`config.mk`:
```
export PLATFORM = sky130hd
export DESIGN_NAME = odt_on_delay_up_timer
export DESIGN_NICKNAME = d
export VERILOG_FILES = /design/src/common/odt_pkg.sv /design/src/core/odt_dreg_mem.sv /design/src/core/odt_on_delay_up_timer.sv
export SDC_FILE = /design/constraint.sdc
export NUM_CORES = 2
export LEC_CHECK = 0
export BUFFER_PORTS_ARGS = -buffer_cell sky130_fd_sc_hd__buf_2
export CAP_MARGIN = 15
export CORE_ASPECT_RATIO = 1.2
export CORE_MARGIN = 10
export CORE_UTILIZATION = 35
export DETAILED_ROUTE_END_ITERATION = 16
export SYNTH_ARGS = -nofsm -noshare
export SYNTH_HDL_FRONTEND = slang
export SYNTH_SLANG_ARGS = --single-unit
```
`constraint.sdc`:
```
create_clock -name core_clk_i -period 4.9 [get_ports core_clk_i]
set_input_delay 0.49 -clock core_clk_i [delete_from_list [all_inputs] [get_ports core_clk_i]]
set_output_delay 0.49 -clock core_clk_i [all_outputs]
set_load 0.1 [all_outputs]
```
`src/common/odt_pkg.sv`:
```
`default_nettype none
package odt_pkg;
  localparam int ODT_VAL_W = 16;
  localparam int ODT_DREG_AW = 8;
  localparam int ODT_TIMER_MAX = 200;
  localparam int ODT_TIMER_MAX_SMALL = 100;
  localparam int ODT_CLK_PERIOD_NS = 40;
  localparam int ODT_BASE_TICK_NS = 1000000;
  localparam int ODT_CYC_PER_MS = ODT_BASE_TICK_NS / ODT_CLK_PERIOD_NS;
  localparam logic [ODT_VAL_W-1:0] ODT_CUR_RST = 16'h0000;
  localparam logic [ODT_VAL_W-1:0] ODT_PRESET_INIT = 16'h0000;

  typedef enum logic [1:0] {
    ODT_UNIT_1S = 2'h0,
    ODT_UNIT_100MS = 2'h1,
    ODT_UNIT_10MS = 2'h2,
    ODT_UNIT_1MS = 2'h3
  } odt_unit_t;

  localparam logic [15:0] ODT_LEN_1S = 16'd1000;
  localparam logic [15:0] ODT_LEN_100MS = 16'd100;
  localparam logic [15:0] ODT_LEN_10MS = 16'd10;
  localparam logic [15:0] ODT_LEN_1MS = 16'd1;

  typedef enum logic [2:0] {
    ODT_ST_IDLE = 3'b001,
    ODT_ST_COUNT = 3'b010,
    ODT_ST_DONE = 3'b100
  } odt_state_t;

  typedef struct packed {
    logic preset_from_dreg;
    logic [ODT_DREG_AW-1:0] dreg_num;
    odt_unit_t tick_unit_select;
  } odt_cfg_t;

  typedef struct packed {
    logic en;
    logic [ODT_DREG_AW-1:0] addr;
    logic [ODT_VAL_W-1:0] data;
  } odt_wr_t;
endpackage
`default_nettype wire

```
`src/core/odt_dreg_mem.sv`:
```
`default_nettype none
module odt_dreg_mem
  import odt_pkg::*;
#(
  parameter int AW = ODT_DREG_AW,
  parameter int DW = ODT_VAL_W
) (
  input wire logic core_clk_i,
  input wire logic wr_en_i,
  input wire logic [AW-1:0] wr_addr_i,
  input wire logic [DW-1:0] wr_data_i,
  input wire logic [AW-1:0] rd_addr_i,
  output logic [DW-1:0] rd_data_o
);
  logic [DW-1:0] mem_r [0:(1<<AW)-1];

  always_ff @(posedge core_clk_i) begin
    if (wr_en_i) begin
      mem_r[wr_addr_i] <= wr_data_i;
    end
  end

  // registered read, one cycle latency
  always_ff @(posedge core_clk_i) begin
    rd_data_o <= mem_r[rd_addr_i];
  end
endmodule
`default_nettype wire

```
`src/core/odt_on_delay_up_timer.sv`:
```
// Functional notes
// - while run_input is low the current value is zero and the timer output is off.
// - when run_input rises the current value counts up and keeps counting while high, stopping at the preset.
// - after counting stops the current value holds and the output stays on until run_input falls or the preset is raised above the current value.
// - the output is on exactly when run_input is high and the current value is at or above the preset, off otherwise.
// - preset and current value are unsigned 16-bit quantities, 0 to 65535.
// - the preset comes either from the stored constant or indirectly from a numbered data register.
// - each timer selects a time unit of 1 s, 100 ms, 10 ms or 1 ms per count.
// - a preset raised above the current value during counting lets counting continue up to it.
// - a preset dropped to or below the current value during counting stops it and turns the output on at once.
// - timer indices run 0 to 199, or 0 to 99 on the small variant, each index used once.
// - run-time preset changes live in volatile storage and power-up restores the nonvolatile preset.
// - a commit request copies the changed preset into nonvolatile storage, losing the original.
// - counting follows a free-running 16-bit reference timer, so the first count may come up to one unit early.
`default_nettype none
module odt_on_delay_up_timer
  import odt_pkg::*;
#(
  parameter int TIMER_INDEX = 0,
  parameter bit SMALL_VARIANT = 1'b0,
  parameter int CYC_PER_MS = ODT_CYC_PER_MS,
  parameter logic [ODT_VAL_W-1:0] PRESET_NV_INIT = ODT_PRESET_INIT
) (
  input wire logic core_clk_i,
  input wire logic sys_rst_i,
  input wire logic run_input_i,
  input wire odt_cfg_t cfg_i,
  input wire logic preset_wr_i,
  input wire logic [ODT_VAL_W-1:0] preset_wr_data_i,
  input wire logic preset_commit_i,
  input wire odt_wr_t dreg_wr_i,
  output logic timer_out_o,
  output logic [ODT_VAL_W-1:0] cur_value_o,
  output logic [ODT_VAL_W-1:0] preset_value_o,
  output logic [ODT_VAL_W-1:0] preset_nv_o,
  output logic counting_o,
  output logic index_bad_o
);
  localparam int IDX_LIMIT = SMALL_VARIANT ? ODT_TIMER_MAX_SMALL : ODT_TIMER_MAX;
  localparam bit IDX_BAD = (TIMER_INDEX < 0) || (TIMER_INDEX >= IDX_LIMIT);

  odt_state_t state_r, state_nxt;
  logic [ODT_VAL_W-1:0] cur_r, cur_nxt;
  logic [ODT_VAL_W-1:0] preset_vol_r;
  logic [ODT_VAL_W-1:0] preset_nv_r;
  logic [ODT_VAL_W-1:0] dreg_rd;
  logic [ODT_VAL_W-1:0] preset_eff;
  logic [31:0] pre_cnt_r;
  logic ms_tick_r;
  logic [15:0] ref_r;
  logic [15:0] unit_len;
  logic unit_tick;

  // index is fixed at build time; a bad one is flagged rather than refused
  always_ff @(posedge core_clk_i) begin
    index_bad_o <= IDX_BAD;
  end

  // nonvolatile copy survives reset; only a commit changes it
  // power-up marker: without a start value the nv copy would never load
  logic nv_loaded_r = 1'b0;
  always_ff @(posedge core_clk_i) begin
    if (!nv_loaded_r) begin
      preset_nv_r <= PRESET_NV_INIT;
    end else if (preset_commit_i) begin
      preset_nv_r <= preset_vol_r;
    end
  end

  always_ff @(posedge core_clk_i) begin
    nv_loaded_r <= 1'b1;
  end

  always_ff @(posedge core_clk_i) begin
    if (sys_rst_i || !nv_loaded_r) begin
      preset_vol_r <= nv_loaded_r ? preset_nv_r : PRESET_NV_INIT;
    end else if (preset_wr_i) begin
      preset_vol_r <= preset_wr_data_i;
    end
  end

  odt_dreg_mem #(
    .AW(ODT_DREG_AW),
    .DW(ODT_VAL_W)
  ) u_dreg (
    .core_clk_i(core_clk_i),
    .wr_en_i(dreg_wr_i.en),
    .wr_addr_i(dreg_wr_i.addr),
    .wr_data_i(dreg_wr_i.data),
    .rd_addr_i(cfg_i.dreg_num),
    .rd_data_o(dreg_rd)
  );

  assign preset_eff = cfg_i.preset_from_dreg ? dreg_rd : preset_vol_r;

  // 1 ms base tick from the core clock
  always_ff @(posedge core_clk_i) begin
    if (sys_rst_i) begin
      pre_cnt_r <= 32'h0000_0000;
      ms_tick_r <= 1'b0;
    end else if (pre_cnt_r == 32'(CYC_PER_MS - 1)) begin
      pre_cnt_r <= 32'h0000_0000;
      ms_tick_r <= 1'b1;
    end else begin
      pre_cnt_r <= pre_cnt_r + 32'h0000_0001;
      ms_tick_r <= 1'b0;
    end
  end

  always_comb begin
    case (cfg_i.tick_unit_select)
      ODT_UNIT_1S: unit_len = ODT_LEN_1S;
      ODT_UNIT_100MS: unit_len = ODT_LEN_100MS;
      ODT_UNIT_10MS: unit_len = ODT_LEN_10MS;
      ODT_UNIT_1MS: unit_len = ODT_LEN_1MS;
      default: unit_len = ODT_LEN_1MS;
    endcase
  end

  // reference runs regardless of run_input, hence the early first count
  always_ff @(posedge core_clk_i) begin
    if (sys_rst_i) begin
      ref_r <= 16'h0000;
    end else if (ms_tick_r) begin
      ref_r <= (ref_r >= unit_len - 16'h0001) ? 16'h0000 : ref_r + 16'h0001;
    end
  end

  assign unit_tick = ms_tick_r && (ref_r >= unit_len - 16'h0001);

  always_comb begin
    state_nxt = state_r;
    cur_nxt = cur_r;
    case (state_r)
      ODT_ST_IDLE: begin
        cur_nxt = ODT_CUR_RST;
        if (run_input_i) begin
          state_nxt = (cur_r >= preset_eff) ? ODT_ST_DONE : ODT_ST_COUNT;
        end
      end
      ODT_ST_COUNT: begin
        if (!run_input_i) begin
          state_nxt = ODT_ST_IDLE;
          cur_nxt = ODT_CUR_RST;
        end else if (cur_r >= preset_eff) begin
          state_nxt = ODT_ST_DONE;
        end else if (unit_tick) begin
          cur_nxt = cur_r + 16'h0001;
          if (cur_r + 16'h0001 >= preset_eff) begin
            state_nxt = ODT_ST_DONE;
          end
        end
      end
      ODT_ST_DONE: begin
        if (!run_input_i) begin
          state_nxt = ODT_ST_IDLE;
          cur_nxt = ODT_CUR_RST;
        end else if (cur_r < preset_eff) begin
          state_nxt = ODT_ST_COUNT;
        end
      end
      default: begin
        state_nxt = ODT_ST_IDLE;
        cur_nxt = ODT_CUR_RST;
      end
    endcase
  end

  always_ff @(posedge core_clk_i) begin
    if (sys_rst_i) begin
      state_r <= ODT_ST_IDLE;
      cur_r <= ODT_CUR_RST;
    end else begin
      state_r <= state_nxt;
      cur_r <= cur_nxt;
    end
  end

  // outputs track next state so they land with the count
  always_ff @(posedge core_clk_i) begin
    if (sys_rst_i) begin
      timer_out_o <= 1'b0;
      cur_value_o <= ODT_CUR_RST;
      counting_o <= 1'b0;
      preset_value_o <= ODT_PRESET_INIT;
      preset_nv_o <= ODT_PRESET_INIT;
    end else begin
      timer_out_o <= run_input_i && (cur_nxt >= preset_eff);
      cur_value_o <= cur_nxt;
      counting_o <= (state_nxt == ODT_ST_COUNT);
      preset_value_o <= preset_eff;
      preset_nv_o <= preset_nv_r;
    end
  end
endmodule
`default_nettype wire

```
After elaboration in Yosys (flattened, before gate mapping)
Memories as Yosys holds them, arrays and structs flattened. A register that Yosys moved wholly into a read port is not among the register bits.
Index checks and enable logic that the tools add are counted.
W data, S select, Z words.
{"block": "classes", "add_sub_neg": 4, "order_cmp": 5, "eq_ne": 8, "mux": 22, "reduce_logical": 5}
{"cell": "$mux W16", "count": 8}
{"cell": "$ge A16 B16 Y1", "count": 4}
{"cell": "$pmux W16 S4", "count": 1}
{"cell": "$add A16 B1 Y16 const B", "count": 2}
{"cell": "$add A32 B1 Y32 const B", "count": 1}
{"cell": "$eq A32 B15 Y1 const B", "count": 1}
{"cell": "$pmux W16 S2", "count": 1}
{"cell": "$mux W3", "count": 8}
{"cell": "$lt A16 B16 Y1", "count": 1}
{"cell": "$sub A16 B1 Y16 const B", "count": 1}
{"cell": "$pmux W3 S3", "count": 1}
{"cell": "$eq A3 B2 Y1 const B", "count": 2}
{"cell": "$eq A2 B2 Y1 const B", "count": 2}
{"cell": "$eq A3 B1 Y1 const B", "count": 1}
{"cell": "$eq A3 B3 Y1 const B", "count": 1}
{"cell": "$mux W1", "count": 3}
{"cell": "$eq A2 B1 Y1 const B", "count": 1}
{"cell": "$logic_and A1 B1 Y1", "count": 2}
{"cell": "$logic_not A2 Y1", "count": 1}
{"cell": "$reduce_bool A2 Y1", "count": 1}
{"cell": "$reduce_or A2 Y1", "count": 1}
{"block": "totals", "reg_bits": 134, "mem_bits_rw": 4096, "output_inout_bits": 51, "wordCells": 56, "n_memories": 1}
{"name": "u_dreg.mem_r", "words": 256, "word_bits": 16, "rd": 1, "rd_clocked_by_memory_dff": 1, "write_ports": 1, "line_no": "odt_dreg_mem.sv:15", "rtl": "logic [DW-1:0] mem_r [0:(1<<AW)-1];"}

Logic depth before layout (Yosys ltp)
{"block": "depth", "word_depth": 11, "ltp_mapped": 21}

Hierarchy
A second synthesis with hierarchy kept.
{"block": "hier_totals", "hier_cells": 8134, "hier_area_um2": 165998.0}
{"module": "odt_dreg_mem", "n_inst": 1, "cells_each": 7360, "area_each_um2": 158714.7, "seq_area_each_um2": 123318.3}
{"module": "odt_on_delay_up_timer", "n_inst": 1, "cells_each": 774, "area_each_um2": 7283.2, "seq_area_each_um2": 3002.9}

Least setup slack after synthesis
OpenSTA, ideal clock, no wires.
{"block": "synth_timing", "path_type": "input -> register", "start": "in cfg_i[10] (netlist name)", "end": "reg timer_out_o", "setup_time_ps": 127, "arrival_time_ps": 4337, "t_required_ps": 4773, "path_slack_ps": 436, "stages": 19, "n_path_buf": 3, "path_cell_list": "clkbuf_1 > clkbuf_1 > mux2i_1 > ha_1 > nor2b_1 > o211ai_1 > a21oi_1 > o21ai_2 > nand3_2 > clkbuf_2 > or4_1 > o211ai_1 > ha_1 > a21o_1 > a21o_1 > a21oi_1 > nand2_1 > a21oi_1 > a211oi_1"}
{"block": "synth_between", "elab_chain_cells": 7}
{"element": "start, declared", "line_no": "odt_on_delay_up_timer.sv:27", "rtl": "input wire odt_cfg_t cfg_i,"}
{"element": "$mux W16", "line_no": "odt_on_delay_up_timer.sv:94", "rtl": "assign preset_eff = cfg_i.preset_from_dreg ? dreg_rd : preset_vol_r;"}
{"element": "$ge A16 B16 Y1", "line_no": "odt_on_delay_up_timer.sv:145", "rtl": "end else if (cur_r >= preset_eff) begin"}
{"element": "$mux W16", "line_no": "odt_on_delay_up_timer.sv:145"}
{"element": "$mux W16", "line_no": "odt_on_delay_up_timer.sv:142", "rtl": "if (!run_input_i) begin"}
{"element": "$pmux W16 S2", "line_no": "odt_on_delay_up_timer.sv:134", "rtl": "case (state_r)"}
{"element": "via cur_nxt[9]", "line_no": "odt_on_delay_up_timer.sv:43", "rtl": "logic [ODT_VAL_W-1:0] cur_r, cur_nxt;"}
{"element": "$ge A16 B16 Y1", "line_no": "odt_on_delay_up_timer.sv:188", "rtl": "timer_out_o <= run_input_i && (cur_nxt >= preset_eff);"}
{"element": "$logic_and A1 B1 Y1", "line_no": "odt_on_delay_up_timer.sv:188"}
{"element": "end signal, assigned", "line_no": "odt_on_delay_up_timer.sv:188"}
{"element": "end, declared", "line_no": "odt_on_delay_up_timer.sv:32", "rtl": "output logic timer_out_o,"}
The timed path passes the listed nets, and every way through them passes these cells.
A chain may end at the register's enable or synchronous reset.

Worst setup path in the final report
{"block": "layout_timing", "start": "reg u_dreg.rd_data_o[9] (read register of u_dreg.mem_r)", "end": "reg timer_out_o"}
{"block": "layout_between", "elab_chain_cells": 7}
{"element": "start, declared", "line_no": "odt_dreg_mem.sv:13", "rtl": "output logic [DW-1:0] rd_data_o"}
{"element": "$mux W16", "line_no": "odt_on_delay_up_timer.sv:94"}
{"element": "$ge A16 B16 Y1", "line_no": "odt_on_delay_up_timer.sv:145"}
{"element": "$mux W16", "line_no": "odt_on_delay_up_timer.sv:145"}
{"element": "$mux W16", "line_no": "odt_on_delay_up_timer.sv:142"}
{"element": "$pmux W16 S2", "line_no": "odt_on_delay_up_timer.sv:134"}
{"element": "via cur_nxt[1]", "line_no": "odt_on_delay_up_timer.sv:43"}
{"element": "$ge A16 B16 Y1", "line_no": "odt_on_delay_up_timer.sv:188"}
{"element": "$logic_and A1 B1 Y1", "line_no": "odt_on_delay_up_timer.sv:188"}
The timed path passes the listed nets, and every way through them passes these cells.

==> impl_metrics.csv <==
group,metric,value,unit
status,status,"completed",
sta,slew_violations,0,
pwr,leakage,60.3,nW
sta,tightestPinTransition,1340,ps
global_routing,grt_pass1_vias,83900,
placed_design,io_buffers,106,
sta,finalSetupViolations,0,
flow_run,cap_viol_max_count,0,
synth,synth_top_area_share,75.9,%
clock_network,cts_buffers,408,
floorplanning,fp-row-count,274,
routing,via_per_inst,5.47,
routing,num_vias,83300,
synth,ys_async_sr_fraction,0,%
sta,finalHoldViolCount,0,
setup_path,cp-start-kind,"register",
synth,avgSynthCellArea,20.5,µm²
clock_network,htree_levels,5,
sta,fin_skew,84.2,ps
setup_path,cp_cell_sequence,"mux2i_1, buf_4, ha_1, nand4_1, nor4_1, buf_4, and2b_2, nand3_2, buf_4, nor2_1, a22o_1, ha_1, a21o_1, a21o_1, a21oi_1, o21ai_0, a21oi_1, a211oi_1",
routing,drt-total-wl,440000,µm
routing,ant_nets,0,
cells_and_area,nets,8763,
setup_path,worstPathRequired,5730,ps
placed_design,place_congestion,0.851,
pwr,p_clk_share,41.5,%
sta,fin_crit,4340,ps
pwr,intPower,58.8,mW
synth,synth_nets,8076,
cells_and_area,design_area,189000,µm²
clock_network,cts_root_buffer,"clkbuf_16",
setup_path,endpoint_kind,"register",
routing,wl_per_cell,28.9,µm
sta,setup_tns,0,ps
clock_network,clock_latency,1010,ps
clock_network,clock_path_buffers,4,
setup_path,cp_slowest_stage_delay,780,ps
placed_design,post_dp_cell_area,175000,µm²
floorplanning,die_h,768,µm
pwr,p_sw,16.3,mW
sta,rsz0062_at_grt,"no",
sta,slew-limit-headroom,10.8,%
setup_path,reg2reg_depth,18,
pwr,pwr-share-seq,53.4,%
setup_path,critPathSlowestCell,"dfxtp_1",
synth,synth_edf_count,4128,
synth,ys_types,66,
synth,yosys_warnings,0,
routing,drc,0,
pwr,switching_share,21.7,%
synth,synth_top_cells_by_area,"edfxtp_1 (76%), mux4_2 (11%), mux2i_1 (3.3%)",
routing,first_pass_iters,6,
pwr,p_comb_share,5.1,%
clock_network,path_clk_slew,70,ps
setup_path,critPathMaxFanout,14,
clock_network,cts.sinks,4246,
min_path,hold_class,"primary input to register",
synth,yosys_most_used_dff,"edfxtp_1",
clock_network,cts_tree,"yes",
floorplanning,initial_utilization,35.1,%
synth,ys_ff_latch,4246,
setup_path,cp.arrival,5180,ps
cells_and_area,area_delta_synth_final,15.5,%
routing,drt_iter0_markers,10100,
pwr,pwr_density_cell,399,nW/µm²
synth,postSynthCellCount,7958,
global_routing,grt_pass1_wl,629000,µm
placed_design,detailed_place_hpwl,269000,µm
placed_design,place_ws,384,ps
global_routing,grt_antenna_before_repair,42,
cells_and_area,fillers,40600,
sta,min_period_over_period,88.6,%
synth,ys_seq_area_share,77.4,%
global_routing,grt-ovfl-total,0,
floorplanning,die_area,494000,µm²
synth,netlist.top_cell.by_area,"edfxtp_1",
floorplanning,coreArea,465000,µm²
global_routing,grt_usage,17.2,%
cells_and_area,drive_above_1_share,24.1,%
floorplanning,die_w,643,µm
floorplanning,num_io_pins,108,
pwr,total_power,75.2,mW
global_routing,grt_max_degree,145,
min_path,min_path_cells,1,
sta,setup_slack,558,ps
setup_path,critPathKind,"register to register",
synth,syn_area,163000,µm²
sta,max_freq,230,MHz
pwr,vdd_ir_drop_max,0.351,mV
cells_and_area,fin_util,40.6,%
setup_path,critPathMostFrequentCell,"buf_4",
cell usage in the layout, fill, tap and decap left out, drive strengths merged, types with 24 or more instances in the layout:
cell type / synthesis / final
edfxtp: 4128 / 4128
mux4: 768 / 768
buf: 244 / 720
mux2i: 543 / 543
clkbuf: 227 / 501
nor2: 356 / 356
o22ai: 289 / 289
a22oi: 192 / 192
clkinv: 0 / 184
a21oi: 164 / 164
dfxtp: 118 / 118
nor3: 118 / 118
a22o: 116 / 116
nand2: 109 / 109
nor4: 75 / 75
ha: 61 / 61
nand3: 59 / 59
nand4: 49 / 49
nor2b: 49 / 49
a221oi: 48 / 48
bufinv: 0 / 37
o21ai: 32 / 32
xor2: 29 / 29
dlygate4sd3: 0 / 28
inv: 8 / 24
repair_timing:
item	4_1_cts	5_1_grt
setup buffers	0	0
endpoints found under the hold margin	153	0
hold buffers	28	0
gates resized for setup	0	0
registers in the layout, summed over array words and instances, names as in the netlist, 3 cells and up:
signal,cells
state_r,3
preset_nv_o,16
preset_vol_r,16
cur_value_o,16
pre_cnt_r,32
preset_value_o,16
ref_r,16
u_dreg.mem_r,4096
preset_nv_r,16
u_dreg.rd_data_o,16
synth_stat cells, types with 7 or more instances:
cell type  count
and3_1        14
nor4_1        73
dfxtp_1      118
xnor2_1       22
buf_4         85
a22o_1       116
buf_6         14
edfxtp_1    4128
nor2b_1       49
nor2_1       352
nor3_1       118
mux2_2        20
buf_2         82
inv_1          8
clkbuf_1     223
a22oi_1      192
nand3_1       56
o21ai_0       29
a21o_1        14
buf_1         63
mux4_2       768
o211ai_1      16
o22ai_1      289
or3_1          7
ha_1          61
nand2_1      109
a311oi_1      15
a21oi_1      164
mux2i_1      543
nand4_1       49
xor2_1        28
a221oi_1      48
or4_1         16
metal layers:
metal | vias up | share of wire (%) | global-route usage (%)
met5 | - | 0.044 | 0
met4 | 30 | 3.8 | 5.83
met3 | 667 | 7.8 | 3.36
met2 | 3647 | 49 | 28.5
met1 | 44300 | 40 | 22.7
li1 | 34600 | - | -
metrics by stage:
step | instances | hold slack [ps]
final | 15200 | 71.6
after global routing | 15200 | 80.5
after CTS | 15200 | 9.81
after detailed placement | 14400 | 454
after global placement | 14400 | 446
after floorplan | 7958 | 422
kinds of logic (layout without fill, tap and decap cells):
kind of cell | count (synthesis) | count (layout) | share of synthesized area [%]
DFF | 4246 | 4246 | 77.4
xor gates and xnor gates | 51 | 51 | 0.278
other | 2 | 20 | 0.00460
buffers and inverters | 479 | 1505 | 1.44
AOI/OAI and AO/OA | 904 | 904 | 3.78
and+or+nand+nor | 884 | 884 | 2.60
adders and majority gates | 61 | 61 | 0.467
muxes | 1331 | 1331 | 14.1
area by class of cell:
| class | count | area [µm²] | share of cell area (%) |
|---|---|---|---|
| timing repair buffer | 748 | 6360 | 3.37 |
| antenna | 18 | 45.0 | 0.0239 |
| clock buffer | 501 | 10700 | 5.70 |
| multi-input combinational | 3233 | 34800 | 18.5 |
| tap | 6210 | 7770 | 4.12 |
| clock inverter | 248 | 2410 | 1.28 |
| sequential | 4246 | 126000 | 67.0 |
| inverter | 8 | 30.0 | 0.0159 |
worst max-delay path, delay by kind of cell, from the launching register on:
family	cells	cell delay [ps]
AOI/OAI and AO/OA	7	1120
adders and majority gates	2	590
buffers and inverters	3	580
DFF	1	780
muxes	1	160
and+or+nand+nor	5	940
power groups by stage:
stage | sequential, mW | combinational (mW) | clock, mW
3_3_place_gp | 40.9 | 3.81 | 0
4_1_cts | 40.1 | 3.90 | 31.7
5_1_grt | 40.1 | 4.07 | 33.1
2_1_floorplan | 40.9 | 1.84 | 0
3_5_place_dp | 40.9 | 3.87 | 0
6_report | 40.1 | 3.86 | 31.2
worst paths after layout:
check | slack, ps | to | start
hold reg to reg | 470 | preset_nv_r[3] | preset_vol_r[3]
setup / recovery | 560 | timer_out_o | u_dreg.rd_data_o[9]
hold / removal | 70 | u_dreg.mem_r[19][14] | dreg_wr_i[14]
setup reg to reg | 560 | timer_out_o | u_dreg.rd_data_o[9]
Power figures use the tool's default switching activity.
